## config.mk

```make
export PLATFORM = sky130hd
export DESIGN_NAME = counter_host_flat
export DESIGN_NICKNAME = d
export VERILOG_FILES = /design/src/ectr_pkg.sv /design/src/counter_if.sv /design/src/counter_host.sv /design/src/flat_wrapper.sv
export VERILOG_INCLUDE_DIRS = /design/src
export SDC_FILE = /design/constraint.sdc
export NUM_CORES = 1
export LEC_CHECK = 0
export BUFFER_PORTS_ARGS = -buffer_cell sky130_fd_sc_hd__buf_4
export CAP_MARGIN = 40
export CORE_ASPECT_RATIO = 0.5
export CORE_MARGIN = 10
export CORE_UTILIZATION = 39
export CTS_CLUSTER_DIAMETER = 60
export DETAILED_ROUTE_END_ITERATION = 10
export HOLD_SLACK_MARGIN = 0.12
export PLACE_DENSITY = 0.64
export SLEW_MARGIN = 20
export SYNTH_ARGS = -nofsm -noshare
export SYNTH_HDL_FRONTEND = slang
export SYNTH_SLANG_ARGS = --single-unit
export TNS_END_PERCENT = 1
```

## constraint.sdc

```tcl
create_clock -name SYS_CLK -period 4.1 [get_ports SYS_CLK]
set_input_delay 0.41 -clock SYS_CLK [delete_from_list [all_inputs] [get_ports SYS_CLK]]
set_output_delay 0.41 -clock SYS_CLK [all_outputs]
set_load 0.005 [all_outputs]
```

## src/ectr_regs.svh

```systemverilog
// Constants shared by both ends of the extended event counter.
// Assumes the includer has no other macros of the same names.
`ifndef ECTR_REGS_SVH
`define ECTR_REGS_SVH

// =====================================================================
// Widths
`define LOW_W          3
`define UPPER_W        16
`define DELAY_W        5
`define RATIO_W        9

// =====================================================================
// Pre-scaler and terminal counts
`define RATIO_BASE     9'h004
`define SCALE_SHIFT    3
`define LOW_TERMINAL   3'h7
`define UPPER_TERMINAL 16'hffff

// =====================================================================
// Reset values
`define LOW_RESET      3'h0
`define UPPER_RESET    16'h0000
`define RATIO_RESET    9'h000
`define DELAY_RESET    5'h1f
`define RESULT_RESET   19'h00000

// =====================================================================
// Timing
`define CLK_MHZ        50
`define CTU_MAX_MHZ    7
`define CTU_MIN_RATIO  ((`CLK_MHZ + `CTU_MAX_MHZ - 1) / `CTU_MAX_MHZ)

`endif

```

## src/ectr_pkg.sv

```systemverilog
// Types shared by both ends of the extended event counter.
// Assumes ectr_regs.svh is on the include path.
`include "ectr_regs.svh"

package ectr_pkg;
    typedef logic [`UPPER_W-1:0]          upper_t;
    typedef logic [`LOW_W-1:0]            low_t;
    typedef logic [`DELAY_W-1:0]          delay_t;
    typedef logic [`UPPER_W+`LOW_W-1:0]   result_t;
    typedef enum logic [3:0] {
        H_IDLE,
        H_STOP,
        H_WRITE,
        H_LOAD,
        H_START,
        H_RUN,
        H_FREEZE,
        H_WAIT,
        H_READ,
        H_RELEASE
    } host_state_t;
endpackage

```

## src/counter_if.sv

```systemverilog
// Signals between the counter device and the configuring controller.
// Assumes both ends share SYS_CLK and NRST, given to each module.
`timescale 1ns/1ns

interface counter_if;
    import ectr_pkg::*;
    logic   count_enable;
    logic   low_count_load;
    low_t   preload_bits;
    logic   upper_wr;
    upper_t upper_wdata;
    logic   cmd_select;
    logic   global_start;
    logic   scale_bit;
    delay_t delay_field;
    logic   freeze_req;
    logic   freeze_ack;
    upper_t snap_value;
    low_t   low_bits;

    modport dev (
        input  count_enable,
        input  low_count_load,
        input  preload_bits,
        input  upper_wr,
        input  upper_wdata,
        input  cmd_select,
        input  global_start,
        input  scale_bit,
        input  delay_field,
        input  freeze_req,
        output freeze_ack,
        output snap_value,
        output low_bits
    );

    modport host (
        output count_enable,
        output low_count_load,
        output preload_bits,
        output upper_wr,
        output upper_wdata,
        output cmd_select,
        output global_start,
        output scale_bit,
        output delay_field,
        output freeze_req,
        input  freeze_ack,
        input  snap_value,
        input  low_bits
    );
endinterface

```

## src/counter_host.sv

```systemverilog
// Controller end: configures, pre-loads, runs and snapshots the counter.
// Assumes the device end shares SYS_CLK and NRST.
`timescale 1ns/1ns
`include "ectr_regs.svh"

module counter_host (
    input  wire logic       SYS_CLK,
    input  wire logic       NRST,
    counter_if.host         BUS,
    input  wire logic       CFG_GO,
    input  wire logic [15:0] CFG_UPPER,
    input  wire logic [2:0] CFG_LOW,
    input  wire logic [4:0] CFG_DELAY,
    input  wire logic       CFG_SCALE,
    input  wire logic       SNAP_GO,
    output logic            BUSY,
    output ectr_pkg::result_t RESULT,
    output logic            RESULT_VALID
);
    import ectr_pkg::*;

    // =================================================================
    // Sequencer
    host_state_t state_q, state_d;
    logic        cen_q, cen_d;
    logic        run_q, run_d;
    logic        wr_q, wr_d;
    logic        load_q, load_d;
    upper_t      upper_q, upper_d;
    low_t        pre_q, pre_d;
    delay_t      delay_q, delay_d;
    logic        scale_q, scale_d;
    logic        freeze_q, freeze_d;
    result_t     result_q, result_d;
    logic        valid_q, valid_d;
    delay_t      delay_safe;

    // A delay that would push the tick rate above its ceiling is raised.
    always_comb begin
        delay_safe = CFG_DELAY;
        if (!CFG_SCALE && ({4'h0, CFG_DELAY} + `RATIO_BASE < 9'(`CTU_MIN_RATIO))) begin
            delay_safe = 5'(`CTU_MIN_RATIO - 4);
        end
    end

    always_comb begin
        state_d  = state_q;
        cen_d    = cen_q;
        run_d    = run_q;
        wr_d     = 1'b0;
        load_d   = 1'b0;
        upper_d  = upper_q;
        pre_d    = pre_q;
        delay_d  = delay_q;
        scale_d  = scale_q;
        freeze_d = freeze_q;
        result_d = result_q;
        valid_d  = 1'b0;
        case (state_q)
            H_IDLE, H_RUN: begin
                if (CFG_GO) begin
                    cen_d   = 1'b0;
                    run_d   = 1'b0;
                    upper_d = CFG_UPPER;
                    pre_d   = CFG_LOW;
                    delay_d = delay_safe;
                    scale_d = CFG_SCALE;
                    state_d = H_STOP;
                end else if (SNAP_GO && state_q == H_RUN) begin
                    cen_d   = 1'b0;
                    state_d = H_FREEZE;
                end
            end
            H_STOP: begin
                wr_d    = 1'b1;
                state_d = H_WRITE;
            end
            H_WRITE: begin
                load_d  = 1'b1;
                state_d = H_LOAD;
            end
            H_LOAD: begin
                state_d = H_START;
            end
            H_START: begin
                run_d   = 1'b1;
                cen_d   = 1'b1;
                state_d = H_RUN;
            end
            H_FREEZE: begin
                freeze_d = 1'b1;
                state_d  = H_WAIT;
            end
            H_WAIT: begin
                if (BUS.freeze_ack) begin
                    state_d = H_READ;
                end
            end
            H_READ: begin
                result_d = {BUS.snap_value, BUS.low_bits};
                valid_d  = 1'b1;
                freeze_d = 1'b0;
                state_d  = H_RELEASE;
            end
            H_RELEASE: begin
                if (!BUS.freeze_ack) begin
                    cen_d   = 1'b1;
                    state_d = H_RUN;
                end
            end
            default: begin
                state_d = H_IDLE;
            end
        endcase
    end

    always_ff @(posedge SYS_CLK or negedge NRST) begin
        if (!NRST) begin
            state_q  <= H_IDLE;
            cen_q    <= 1'b0;
            run_q    <= 1'b0;
            wr_q     <= 1'b0;
            load_q   <= 1'b0;
            upper_q  <= `UPPER_RESET;
            pre_q    <= `LOW_RESET;
            delay_q  <= `DELAY_RESET;
            scale_q  <= 1'b0;
            freeze_q <= 1'b0;
            result_q <= `RESULT_RESET;
            valid_q  <= 1'b0;
        end else begin
            state_q  <= state_d;
            cen_q    <= cen_d;
            run_q    <= run_d;
            wr_q     <= wr_d;
            load_q   <= load_d;
            upper_q  <= upper_d;
            pre_q    <= pre_d;
            delay_q  <= delay_d;
            scale_q  <= scale_d;
            freeze_q <= freeze_d;
            result_q <= result_d;
            valid_q  <= valid_d;
        end
    end

    // =================================================================
    // Outputs
    assign BUS.count_enable   = cen_q;
    assign BUS.low_count_load = load_q;
    assign BUS.preload_bits   = pre_q;
    assign BUS.upper_wr       = wr_q;
    assign BUS.upper_wdata    = upper_q;
    assign BUS.cmd_select     = run_q;
    assign BUS.global_start   = run_q;
    assign BUS.scale_bit      = scale_q;
    assign BUS.delay_field    = delay_q;
    assign BUS.freeze_req     = freeze_q;
    assign BUSY               = (state_q != H_IDLE) && (state_q != H_RUN);
    assign RESULT             = result_q;
    assign RESULT_VALID       = valid_q;

endmodule

```

## src/flat_wrapper.sv

```systemverilog
// flat-port wrapper written by rule: the top's interface ports become plain ports
module counter_host_flat import ectr_pkg::*;
  (SYS_CLK, NRST, CFG_GO, CFG_UPPER, CFG_LOW, CFG_DELAY, CFG_SCALE, SNAP_GO, BUSY, RESULT, RESULT_VALID, BUS_count_enable, BUS_low_count_load, BUS_preload_bits, BUS_upper_wr, BUS_upper_wdata, BUS_cmd_select, BUS_global_start, BUS_scale_bit, BUS_delay_field, BUS_freeze_req, BUS_freeze_ack, BUS_snap_value, BUS_low_bits);
  counter_if BUS_i ();
  input  wire logic SYS_CLK;
  input  wire logic NRST;
  input  wire logic CFG_GO;
  input  wire logic [15:0] CFG_UPPER;
  input  wire logic [2:0] CFG_LOW;
  input  wire logic [4:0] CFG_DELAY;
  input  wire logic CFG_SCALE;
  input  wire logic SNAP_GO;
  output logic BUSY;
  output ectr_pkg::result_t RESULT;
  output logic RESULT_VALID;
  output wire logic [$bits(BUS_i.count_enable)-1:0] BUS_count_enable;
  output wire logic [$bits(BUS_i.low_count_load)-1:0] BUS_low_count_load;
  output wire logic [$bits(BUS_i.preload_bits)-1:0] BUS_preload_bits;
  output wire logic [$bits(BUS_i.upper_wr)-1:0] BUS_upper_wr;
  output wire logic [$bits(BUS_i.upper_wdata)-1:0] BUS_upper_wdata;
  output wire logic [$bits(BUS_i.cmd_select)-1:0] BUS_cmd_select;
  output wire logic [$bits(BUS_i.global_start)-1:0] BUS_global_start;
  output wire logic [$bits(BUS_i.scale_bit)-1:0] BUS_scale_bit;
  output wire logic [$bits(BUS_i.delay_field)-1:0] BUS_delay_field;
  output wire logic [$bits(BUS_i.freeze_req)-1:0] BUS_freeze_req;
  input wire logic [$bits(BUS_i.freeze_ack)-1:0] BUS_freeze_ack;
  input wire logic [$bits(BUS_i.snap_value)-1:0] BUS_snap_value;
  input wire logic [$bits(BUS_i.low_bits)-1:0] BUS_low_bits;
  assign BUS_count_enable = BUS_i.count_enable;
  assign BUS_low_count_load = BUS_i.low_count_load;
  assign BUS_preload_bits = BUS_i.preload_bits;
  assign BUS_upper_wr = BUS_i.upper_wr;
  assign BUS_upper_wdata = BUS_i.upper_wdata;
  assign BUS_cmd_select = BUS_i.cmd_select;
  assign BUS_global_start = BUS_i.global_start;
  assign BUS_scale_bit = BUS_i.scale_bit;
  assign BUS_delay_field = BUS_i.delay_field;
  assign BUS_freeze_req = BUS_i.freeze_req;
  assign BUS_i.freeze_ack = BUS_freeze_ack;
  assign BUS_i.snap_value = BUS_snap_value;
  assign BUS_i.low_bits = BUS_low_bits;
  counter_host u_core (.SYS_CLK(SYS_CLK), .NRST(NRST), .BUS(BUS_i), .CFG_GO(CFG_GO), .CFG_UPPER(CFG_UPPER), .CFG_LOW(CFG_LOW), .CFG_DELAY(CFG_DELAY), .CFG_SCALE(CFG_SCALE), .SNAP_GO(SNAP_GO), .BUSY(BUSY), .RESULT(RESULT), .RESULT_VALID(RESULT_VALID));
endmodule
```

## After elaboration in Yosys (flattened, before gate mapping)

Cells that the tools add are included.

| word-level totals | value |
|---|---|
| bits in registers | 54 |
| word-level logic and storage cells | 58 |

| cells by class | value |
|---|---|
| add/subtract/negate cells | 1 |
| magnitude comparators | 1 |
| eq/ne operators | 14 |
| mux-type cells | 16 |
| reduce and logical (&&, ||, !) cells | 14 |

Operators by type and width:

| kind | number |
|---|---|
| $pmux W4 S9 | 1 |
| $eq A4 B3 Y1 const B | 4 |
| $mux W4 | 4 |
| $lt A9 B4 Y1 const B | 1 |
| $eq A4 B2 Y1 const B | 2 |
| $eq A4 B4 Y1 const B | 2 |
| $mux W1 | 7 |
| $add A5 B3 Y6 const B | 1 |
| $ne A2 B2 Y1 const B | 3 |
| $reduce_and A3 Y1 | 2 |
| $mux W5 | 1 |
| $eq A4 B1 Y1 const B | 1 |
| $logic_not A4 Y1 | 1 |
| $ne A4 B3 Y1 const B | 1 |
| $pmux W1 S2 | 2 |
| $reduce_and A2 Y1 | 2 |
| $reduce_bool A2 Y1 | 2 |
| $reduce_bool A4 Y1 | 1 |
| $logic_and A1 B1 Y1 | 3 |
| $ne A3 B2 Y1 const B | 1 |
| $pmux W1 S3 | 1 |
| $reduce_bool A3 Y1 | 1 |
| $reduce_or A2 Y1 | 1 |
| $logic_not A1 Y1 | 1 |

## Depth between registers and ports, before layout

Gate-level depths: netlist of run 1.

| logic depth | value |
|---|---|
| depth after elaboration | 5 |
| depth in mapped cells | 6 |
| mapped depth without buffers | 5 |

## Worst setup path after synthesis of run 1

No wires, ideal clock.

| timing | value |
|---|---|
| path kind | reg-to-reg |
| start point | reg u_core.state_q[2] |
| end point | reg u_core.result_q[18] (netlist: u_core.RESULT[18]) |
| library setup time | 0.125 ns |
| data arrival time | 1.362 ns |
| required time | 3.975 ns |
| setup slack | 2.613 ns |
| stages on the path, launching flop included | 7 |
| period minus slack after synthesis | 1.487 ns |
| cells stage by stage | dfrtp_1 buf_4 nor2_1 nand2_1 nor2_1 buf_4 mux2_2 |

| on the way | value |
|---|---|
| cells in the longest elaborated chain, start to end | 1 |

RTL lines:

| what | RTL line | RTL |
|---|---|---|
| start: declaration | counter_host.sv:24 | `host_state_t state_q, state_d;` |
| start signal: assignment | counter_host.sv:132 | `state_q <= state_d;` |
| $eq A4 B4 Y1 | counter_host.sv:59 | `case (state_q)` |
| end signal: assignment | counter_host.sv:129 | `` result_q <= `RESULT_RESET; `` |
| end signal: assignment | counter_host.sv:142 | `result_q <= result_d;` |
| end: declaration | counter_host.sv:34 | `result_t result_q, result_d;` |

No other way between the ends.
A chain may end at the register's enable or synchronous reset.

## Worst setup path after layout of run 1

| timing | value |
|---|---|
| start point | reg u_core.state_q[0] |
| end point | reg u_core.delay_q[4] (netlist: u_core.BUS.delay_field[4]) |

| on the way | value |
|---|---|
| cells in the longest elaborated chain, start to end | 3 |
| elaborated cells on any way between the ends | 4 |
| those cells by class | eq/ne (1); reduce/logical (3) |

RTL lines:

| what | RTL line | RTL |
|---|---|---|
| $eq A4 B3 Y1 / $logic_not A4 Y1 (equally long branches) | counter_host.sv:59 |  |
| $reduce_or A2 Y1 (*) | counter_host.sv:59 |  |
| $reduce_and A2 Y1 (no source line) (*) | -- |  |
| end signal: assignment | counter_host.sv:126 | `` delay_q <= `DELAY_RESET; `` |
| end signal: assignment | counter_host.sv:139 | `delay_q <= delay_d;` |
| end: declaration | counter_host.sv:31 | `delay_t delay_q, delay_d;` |

Mark *: on every way between the ends. The rest lies on a longest branch, timed or not.

==> key figures, run 1 <==
Worst setup path
  – Worst R2R Setup Slack: 1.96 ns
  – Worst EP arrival: approximately 2.4 ns
  – Top delay family on crit path: simple AND/OR/NAND/NOR gates
  – Req. time, crit path: approximately 4.3 ns
  – Crit. End Element: register
  – Worst path bufs/invs: 0
  – Crit Reg-Reg Startpoint: u_core.state_q[0]
  – Reg2reg end: u_core.BUS.delay_field[4]
  – Critical-path top delay cell: dfrtp_1
  – Crit path cell chain: nand2b_1 -> nand4_4 -> a21oi_1 -> a22o_1
  – Worst R2R Path Depth: 4
  – Crit path kind: reg2reg
  – Startpoint Class: register
  – CP max FO: 27
  – Critical path's largest stage delay: around 0.6 ns

Clock tree
  – Worst-path clk slew: 0.07 ns
  – Cts hold-fix bufs: 0
  – Root Buffer: clkbuf_16
  – CTS tree: done
  – Clock Latency Late Sink: around 0.28 ns
  – PostCTS Resize Cnt: 0
  – H-tree levels: 2
  – Clock sink count: 54
  – Post-CTS Setup Bufs: 0
  – Number of buffers created by CTS: 5
  – Bufs on Longest Clock Path: 2

Detailed routing
  – Routed via count: about 1600
  – DRC viols: 0
  – Initial DRC count: 56
  – Post-Route WL: 5550 um
  – DR vias/cell: between 4 and 5
  – Routed Antenna Nets: 0
  – Drt pass-1 iters: 4
  – Wire length per cell: 16.5 um

Power and ir drop
  – Peak VDD IR: around 0.39 mV
  – Combinational power share: between 40% and 50%
  – Leakage Power: 0.00163 uW
  – Switching power: between 700 and 800 uW
  – Switching Share: between 20 and 30%
  – Pwr Density: about 770 mW/mm^2
  – Internal power: about 1800 uW
  – Clk pwr share: 19.1%
  – Sequential share of power: 39.0%

Finish
  – FF+latch area: approximately 0.0014 mm^2
  – Ant diodes: 0
  – Multi-input logic area: about 890 um^2
  – # fillers: approximately 470
  – NumNets Final: approximately 310
  – Share of cells above drive strength 1: approximately three fifths
  – Synth-to-layout area growth: 41.3%

Logic synthesis
  – Warnings from Yosys: 0
  – Post-synth top cells: dfrtp_1, mux2_2, mux2_4
  – Mapped Cells: around 160
  – Syn avg cell area: around 14 um^2
  – Count leader, synth: dfrtp_1
  – Yosys reg bits: 54
  – Sequential area share after synthesis: roughly three fifths
  – Post-synth EDFFs: 0
  – Syn Std Cell Area: roughly 0.0023 mm^2
  – Ranking of synthesized cells by area: dfrtp_1, mux2_2, mux2_4, dfstp_2, o21ai_0
  – Netlist cell types: 35
  – Synth top area share: 52.7%
  – Post-synth top area cell: dfrtp_1
  – Main synth FF type: dfrtp_1
  – Ys async rst share: between 90% and 100%
  – Syn Nets: roughly 210

Run
  – Max Cap Violations: 0

Place
  – Gpl congestion: 0.796
  – Port buffer count: 100
  – HPWL after DPL: roughly 4300 um
  – Pre-CTS WS: 1.93 ns

Timing
  – RSZ-0062 raised after global routing: false
  – Worst slew pin tran: around 0.66 ns
  – Clock skew: 0.00923 ns
  – Final Slew Violations: 0
  – Worst setup margin: between 1.5 and 2 ns
  – Final Hold Vio Count: 0
  – Total negative slack: 0 ns
  – Slew HR: between 50% and 60%
  – Tcrit/Tclk final: a little over half
  – Fin crit period: about 2.1 ns
  – Setup Viol. Count Final: 0
  – Max frequency: about 470 MHz

Floorplanning
  – Core ar.: 0.00563 mm^2
  – Initial Util: between 40% and 50%
  – Die ar.: slightly below 0.01 mm^2
  – Die X: 129 um
  – Std-Cell Rows: 19
  – Die Y: about 75 um
  – # IOs: approximately 100

Global route
  – First-pass GRT wire length: 8650 um
  – Pin count of the biggest net entering global routing: 55
  – Initial antenna violation count: 0
  – Vias in the first global route: between 1500 and 2000
  – Total track usage: a little under an eighth
  – Gr ovfl total: 0

Hold path
  – Worst Hold Class: in2async

Status
  – Status: complete, no violations
through the flow:
step / hold WS (ns) / instance area [um^2] / power [uW] / utilization [%] / std cells
2_1_floorplan: 0.114 / 2330 / 1560 / - / 164
5_1_grt: 0.211 / 3290 / 2720 / 58.4 / 337
4_1_cts: 0.194 / 3290 / 2580 / 58.4 / 337
3_3_place_gp: 0.472 / 3100 / 2060 / 55.1 / 328
3_5_place_dp: 0.475 / 3120 / 2090 / 55.3 / 329
6_report: 0.154 / 3290 / 2540 / 58.4 / 337
sequential cells by signal, summed over array words and instances (netlist names):
| name | flops |
|---|---|
| u_core.BUS.preload_bits | 3 |
| u_core.BUS.low_count_load | 1 |
| u_core.BUS.cmd_select | 1 |
| u_core.RESULT_VALID | 1 |
| u_core.BUS.count_enable | 1 |
| u_core.BUS.freeze_req | 1 |
| u_core.BUS.scale_bit | 1 |
| u_core.state_q | 4 |
| u_core.BUS.upper_wr | 1 |
| u_core.BUS.upper_wdata | 16 |
| u_core.BUS.delay_field | 5 |
| u_core.RESULT | 19 |
power groups by stage:
stage	clock network, uW	registers (uW)	logic, uW
after floorplan	0	968	589
after global placement	0	988	1070
after detailed placement	0	998	1090
after CTS	493	992	1090
after global routing	523	1030	1160
final	483	990	1060
cell type report:
| class | instances | share of cell area (%) |
|---|---|---|
| inverters | 3 | 0.342 |
| well taps | 73 | 2.78 |
| clock buffers | 7 | 4.34 |
| multi-input cells | 98 | 27.2 |
| clock inverters | 1 | 0.913 |
| flip-flops and latches | 54 | 41.3 |
| repair buffers | 101 | 23.2 |
layout by cell type (no fill, tap or decap), types with 2 or more instances in the layout:
cell,count
a21boi_0,2
a21oi_1,3
a22o_1,4
buf_4,100
clkbuf_16,5
dfrtp_1,49
dfstp_2,5
inv_1,3
mux2_1,3
mux2_2,22
mux2_4,15
nand2_1,8
nand3_1,2
nand3b_1,3
nor2_1,6
nor2b_1,2
o21ai_0,9
o22ai_1,2
routing by layer:
layer	part of all wire (%)	wire, um	track usage (%)
met1	39	2170	12.5
met2	55	3060	21.3
met3	4.9	274	3.78
met4	0.81	45	3.00
met5	0	0	0
cells by family (layout without fill, tap and decap cells):
kind of cell	after synthesis	after routing	share of synthesized area, %
adders and majority gates	1	1	0.538
and+or+nand+nor	28	28	6.78
buffers and inverters	12	112	3.39
muxes	40	40	21.8
DFF	54	54	58.3
xor gates and xnor gates	1	1	0.376
AOI/OAI and AO/OA	28	28	8.82
worst max-delay path by stage:
stage                      startpoint                        end  slack (ns)  cells past startpoint
floorplan           u_core.state_q[2]          u_core.RESULT[18]        2.61                      6
global placement    u_core.state_q[1]           u_core.RESULT[6]        1.95                      4
detailed placement  u_core.state_q[0]  u_core.BUS.delay_field[3]        1.93                      4
CTS                 u_core.state_q[0]  u_core.BUS.delay_field[4]        1.95                      4
global route        u_core.state_q[0]  u_core.BUS.delay_field[0]        1.70                      4
finish              u_core.state_q[0]  u_core.BUS.delay_field[4]        1.96                      4
(Power assumes the default switching activity.)
==> inputs of run 2 (changes only) <==
==> constraint.sdc (replaced) <==
create_clock -name SYS_CLK -period 2.17 [get_ports SYS_CLK]
set_input_delay 0.217 -clock SYS_CLK [delete_from_list [all_inputs] [get_ports SYS_CLK]]
set_output_delay 0.217 -clock SYS_CLK [all_outputs]
set_load 0.005 [all_outputs]
==> run 2 against run 1 <==
  * Flip-flop and latch count did not move
  * Cell area fell by 0.11%
  * Fmax increased by 17%
  * Cell count up 1.2%
  * Critical path depth unchanged
  * Die area is the same
  * Sequential share of layout area about the same
  * Global-route usage increased by 0.83 points
  * Total power is 85% higher
  * Register-to-register slack lost 1.6 ns
  * Worst setup slack lost 1.6 ns
  * Highest routed layer unchanged
==> key figures, run 2 (synthesized netlist as in run 1, its figures left out) <==
Status
  – Status: complete, no violations

Floorplanning
  – Die Y: 74.6 um (unchanged)
  – Die ar.: 0.00964 mm^2 (unchanged)
  – Std-Cell Rows: 19 (unchanged)
  – Initial Util: 41.3% (unchanged)
  – # IOs: 101 (unchanged)
  – Core ar.: 0.00563 mm^2 (unchanged)
  – Die X: 129 um (unchanged)

Detailed routing
  – Routed Antenna Nets: 0 (unchanged)
  – Drt pass-1 iters: 4 (unchanged)
  – Post-Route WL: 5890 um (+6.0%)
  – Initial DRC count: 94 (+68%)
  – Wire length per cell: 17.3 um (+4.8%)
  – DRC viols: 0 (unchanged)
  – Routed via count: 1658 (+4.7%)
  – DR vias/cell: 4.86 (+3.5%)

Global route
  – Gr ovfl total: 0 (unchanged)
  – First-pass GRT wire length: 9340 um (+8.0%)
  – Total track usage: 12.3% (+0.83 points)
  – Pin count of the biggest net entering global routing: 55 (unchanged)
  – Vias in the first global route: 1781 (+7.8%)
  – Initial antenna violation count: 0 (unchanged)

Worst setup path
  – Worst R2R Path Depth: 4 (unchanged)
  – Req. time, crit path: 2.34 ns (-1.99 ns)
  – Critical path's largest stage delay: 0.60 ns (about the same)
  – Worst path bufs/invs: 1 (+1)
  – Crit. End Element: register
  – Crit path cell chain: nand2b_1 -> nand4_4 -> buf_4 -> mux2_4
  – Startpoint Class: register
  – Worst EP arrival: 2.00 ns (-0.37 ns)
  – Critical-path top delay cell: dfrtp_1
  – CP max FO: 14 (-48%)
  – CP Depth: 4 (unchanged)
  – Top delay family on crit path: flip-flops
  – Crit path kind: reg2reg

Power and ir drop
  – Switching Share: 30.4% (+1.1 points)
  – Combinational power share: 44.0% (+2.1 points)
  – Switching power: 1430 uW (+92%)
  – Internal power: 3260 uW (+82%)
  – Sequential share of power: 40.0% (+1.0 points)
  – Peak VDD IR: 0.771 mV (+100%)
  – Leakage Power: 0.00163 uW (+0.11%)
  – Pwr Density: 1430 mW/mm^2 (+85%)
  – Clk pwr share: 16.1% (-3.0 points)

Clock tree
  – Bufs on Longest Clock Path: 2 (unchanged)
  – H-tree levels: 2 (unchanged)
  – Number of buffers created by CTS: 5 (unchanged)
  – Clock Latency Late Sink: 0.29 ns (about the same)
  – Worst-path clk slew: 0.07 ns (about the same)
  – Clock sink count: 54 (unchanged)
  – Root Buffer: clkbuf_16
  – CTS tree: done

Place
  – Gpl congestion: 0.826 (+3.7%)
  – Cell Area, Placed: 0.00314 mm^2 (+0.84%)
  – HPWL after DPL: 4540 um (+4.8%)
  – Port buffer count: 100 (unchanged)

Timing
  – Total negative slack: 0 ns (unchanged)
  – Fin crit period: 1.83 ns (-0.306 ns)
  – Clock skew: 0.00396 ns (-0.00527 ns)
  – Max frequency: 545 MHz (+17%)
  – Setup Viol. Count Final: 0 (unchanged)
  – Slew HR: 55.0% (-0.84 points)
  – Worst slew pin tran: 0.676 ns (+0.0126 ns)
  – Tcrit/Tclk final: 84.5% (+32 points)
  – Final Slew Violations: 0 (unchanged)
  – Final Hold Vio Count: 0 (unchanged)
  – RSZ-0062 raised after global routing: false

Finish
  – Ant diodes: 0 (unchanged)
  – Commonest non-fill, non-tap cells in the layout: buf_4, dfrtp_1, mux2_2, mux2_4, o21ai_0
  – Max reg flops: 19 (unchanged)
  – FF+latch area: 0.00136 mm^2 (unchanged)
  – Commonest non-fill, non-tap cell in the layout: buf_4
  – # fillers: 471 (+0.43%)
  – Multi-input logic area: 893 um^2 (unchanged)
  – NumNets Final: 318 (+1.6%)
  – Post-route cell area: 0.00328 mm^2 (-0.11%)
  – Synth-to-layout area growth: 41.1%
  – Share of cells above drive strength 1: 58.6% (-0.13 points)

Hold path
  – Worst Hold Class: in2reg
  – Hold Path Depth: 2

Run
  – Max Cap Violations: 0 (unchanged)
-- run 2: layer usage --
layer  vias to the layer above  wire [um]  GRT usage (%)
li1                        789          -              -
met1                       821       2260           13.3
met2                        39       3230           22.7
met3                         9        320           3.92
met4                         0         70           4.13
met5                         -          0              0
-- run 2: power by group through the flow --
stage / Clock (uW) / Sequential [uW] / Combinational (uW)
after floorplan: 0 / 1830 / 1110
after global placement: 0 / 1870 / 2070
after detailed placement: 0 / 1880 / 2110
after CTS: 775 / 1870 / 2120
after global routing: 820 / 1950 / 2250
final: 753 / 1870 / 2060
-- run 2: what timing repair did --
action | in CTS | in global routing
hold endpoints to repair | 49 | 0
resized for setup | 0 | 0
hold buffers | 1 | 0
buffers inserted | 0 | 0
-- run 2: worst reg2reg max path, cell delays in order (launching register included) --
cell and delay (ns):
dfrtp_1 0.60, nand2b_1 0.30, nand4_4 0.25, buf_4 0.26, mux2_4 0.30
-- run 2: worst paths after layout --
path | startpoint | end | slack [ns]
hold reg to reg | u_core.BUS.delay_field[2] | u_core.BUS.delay_field[2] | 0.48
hold / removal | BUS_low_bits[2] | u_core.RESULT[2] | 0.14
max in group asynchronous | NRST | u_core.BUS.preload_bits[2] | 1.20
setup / recovery | u_core.state_q[0] | u_core.BUS.preload_bits[2] | 0.34
setup reg to reg | u_core.state_q[0] | u_core.BUS.preload_bits[2] | 0.34
min in group asynchronous | NRST | u_core.RESULT[4] | 0.52
-- run 2: stage by stage --
stage / total power (uW) / cells / hold WS (ns) / setup slack, ns / util [%]
2_1_floorplan: 2940 / 164 / -0.0786 / 0.683 / -
3_3_place_gp: 3930 / 333 / 0.302 / 0.414 / 55.8
3_5_place_dp: 3990 / 333 / 0.308 / 0.360 / 55.8
4_1_cts: 4760 / 341 / 0.134 / 0.320 / 58.3
5_1_grt: 5030 / 341 / 0.138 / 0.206 / 58.3
6_report: 4690 / 341 / 0.142 / 0.335 / 58.3
-- run 2: layout make-up --
class,count,share of cell area [%]
Inverter,3,0.343
Timing Repair Buffer,106,24.3
Tap cell,73,2.78
Multi-Input combinational cell,98,27.2
Clock buffer,7,4.04
Sequential cell,54,41.3
==> inputs of run 3 (changes only) <==
==> constraint.sdc (replaced) <==
create_clock -name SYS_CLK -period 1.7 [get_ports SYS_CLK]
set_input_delay 0.17 -clock SYS_CLK [delete_from_list [all_inputs] [get_ports SYS_CLK]]
set_output_delay 0.17 -clock SYS_CLK [all_outputs]
set_load 0.005 [all_outputs]
==> run 3 against run 2 <==
  * Sequential power increased by 24%
  * Combinational power is 43% higher
  * Worst setup slack lost 0.21 ns
  * Cell count grew 13%
  * Clock skew is 0.0012 ns higher
  * First-iteration DRC count shrank 18%
  * Non-clock buffer count up 43
  * Utilization increased by 8.5 points
  * Register-to-register slack lost 0.21 ns
  * Count of clock-buffer cells in the layout shrank 2
  * Highest routed layer unchanged
==> key figures, run 3 (synthesized netlist as in run 1, its figures left out) <==
Timing
  – Slew HR: 54.6% (-0.35 points)
  – Max frequency: 636 MHz (+17%)
  – Clock skew: 0.00517 ns (+0.00121 ns)
  – Setup Viol. Count Final: 0 (unchanged)
  – Worst setup margin: 0.128 ns (-0.207 ns)
  – Worst slew pin tran: 0.681 ns (+0.00525 ns)
  – Tcrit/Tclk final: 92.5% (+7.9 points)
  – Final Hold Vio Count: 0 (unchanged)
  – Total negative slack: 0 ns (unchanged)
  – Final Slew Violations: 0 (unchanged)
  – Fin crit period: 1.57 ns (-0.263 ns)
  – RSZ-0062 raised after global routing: false

Worst setup path
  – Worst EP arrival: 1.75 ns (-0.25 ns)
  – Req. time, crit path: 1.88 ns (-0.46 ns)
  – Crit path cell chain: or2_1 -> a2111oi_4 -> a21oi_2 -> mux2_4
  – Crit path kind: reg2reg
  – Startpoint Class: register
  – CP max FO: 7 (-7)
  – Crit. End Element: register
  – Critical path's largest stage delay: 0.43 ns (-0.17 ns)
  – Critical-path top delay cell: dfrtp_1

Place
  – HPWL after DPL: 4580 um (+0.83%)
  – Inst Count DP: 337 (+1.2%)
  – Pre-CTS WS: 0.0923 ns (-0.268 ns)
  – Port buffer count: 100 (unchanged)
  – Gpl congestion: 0.845 (+2.3%)
  – Cell Area, Placed: 0.00320 mm^2 (+1.8%)

Floorplanning
  – Core ar.: 0.00563 mm^2 (unchanged)
  – Die X: 129 um (unchanged)
  – Die ar.: 0.00964 mm^2 (unchanged)
  – # IOs: 101 (unchanged)
  – Initial Util: 41.3% (unchanged)
  – Die Y: 74.6 um (unchanged)
  – Std-Cell Rows: 19 (unchanged)

Clock tree
  – Worst-path clk slew: 0.07 ns (about the same)
  – Number of buffers created by CTS: 5 (unchanged)
  – Root Buffer: clkbuf_16
  – H-tree levels: 2 (unchanged)
  – Clock Latency Late Sink: 0.29 ns (about the same)
  – Bufs on Longest Clock Path: 2 (unchanged)
  – Post-CTS Setup Bufs: 0 (unchanged)
  – CTS tree: done
  – Clock sink count: 54 (unchanged)

Finish
  – Commonest non-fill, non-tap cell in the layout: buf_4
  – Share of cells above drive strength 1: 52.9% (-5.7 points)
  – Fin cells: 385 (+13%)
  – FF+latch area: 0.00136 mm^2 (unchanged)
  – Max reg flops: 19 (unchanged)
  – # fillers: 439 (-6.8%)
  – NumNets Final: 361 (+14%)
  – Post-route cell area: 0.00377 mm^2 (+15%)
  – Synth-to-layout area growth: 61.8%
  – Ant diodes: 0 (unchanged)
  – Commonest non-fill, non-tap cells in the layout: buf_4, dfrtp_1, dlygate4sd3_1, mux2_2, mux2_4
  – Multi-input logic area: 897 um^2 (+0.42%)

Global route
  – Total track usage: 13.8% (+1.6 points)
  – Vias in the first global route: 1993 (+12%)
  – Pin count of the biggest net entering global routing: 55 (unchanged)
  – First-pass GRT wire length: 10500 um (+13%)
  – Gr ovfl total: 0 (unchanged)
  – Initial antenna violation count: 0 (unchanged)

Detailed routing
  – DRC viols: 0 (unchanged)
  – Drt pass-1 iters: 4 (unchanged)
  – Routed via count: 1845 (+11%)
  – Post-Route WL: 6410 um (+8.9%)
  – Wire length per cell: 16.6 um (-3.6%)
  – Initial DRC count: 77 (-18%)
  – Routed Antenna Nets: 0 (unchanged)
  – DR vias/cell: 4.79 (-1.4%)

Status
  – Status: complete, no violations

Run
  – Max Cap Violations: 0 (unchanged)

Hold path
  – Worst Hold Class: in2reg

Power and ir drop
  – Leakage Power: 0.00184 uW (+13%)
  – Peak VDD IR: 0.821 mV (+6.4%)
  – Pwr Density: 1700 mW/mm^2 (+19%)
-- run 3: layer usage --
| metal | wire, um | global-route usage, % | share of wire (%) | vias up |
|---|---|---|---|---|
| met5 | 0 | 0 | 0 | - |
| met3 | 334 | 4.27 | 5.2 | 4 |
| met2 | 3630 | 25.7 | 57 | 43 |
| li1 | - | - | - | 881 |
| met1 | 2390 | 15.4 | 37 | 917 |
| met4 | 49 | 3.25 | 0.76 | 0 |
-- run 3: final timing paths --
kind / startpoint / to / slack (ns) / cells past startpoint
worst max-delay path: u_core.state_q[2] / u_core.state_q[2] / 0.13 / 4
worst min-delay path: CFG_UPPER[6] / u_core.BUS.upper_wdata[6] / 0.13 / 2
worst max register to register: u_core.state_q[2] / u_core.state_q[2] / 0.13 / 4
worst min register to register: u_core.BUS.delay_field[2] / u_core.BUS.delay_field[2] / 0.48 / 2
max in group asynchronous: NRST / u_core.RESULT[6] / 0.77 / 2
min in group asynchronous: NRST / u_core.RESULT[14] / 0.46 / 2
-- run 3: final cells by class --
class | count | area share, %
flip-flops and latches | 54 | 36.0
repair buffers | 149 | 33.0
multi-input cells | 98 | 23.8
clock buffers | 5 | 3.32
well taps | 73 | 2.43
clock inverters | 3 | 1.06
inverters | 3 | 0.299
-- run 3: where the power goes --
group | switching (uW) | internal [uW]
logic | 1110 | 1830
registers | 362 | 1950
clock network | 453 | 690
total | 1930 | 4470
-- run 3: worst max-delay path: cells and delay by family, from the launching register on --
| kind | cells | cell delay, ns |
|---|---|---|
| AND/OR/NAND/NOR | 1 | 0.29 |
| multiplexers | 1 | 0.30 |
| flip-flops | 1 | 0.43 |
| AO/OA/AOI/OAI | 2 | 0.44 |
-- run 3: per-stage QoR --
step | utilization [%] | power [uW] | hold WS [ns]
6_report | 66.8 | 6400 | 0.126
5_1_grt | 66.8 | 6850 | 0.122
4_1_cts | 66.8 | 6470 | 0.121
3_5_place_dp | 56.7 | 5220 | 0.263
3_3_place_gp | 56.7 | 5140 | 0.250
2_1_floorplan | - | 3760 | -0.126
-- run 3: what timing repair did --
item                                    4_1_cts  5_1_grt
hold buffers                                 40        0
endpoints found under the hold margin        88        0
gates resized for setup                       0        1
endpoints found under the setup margin        0        4
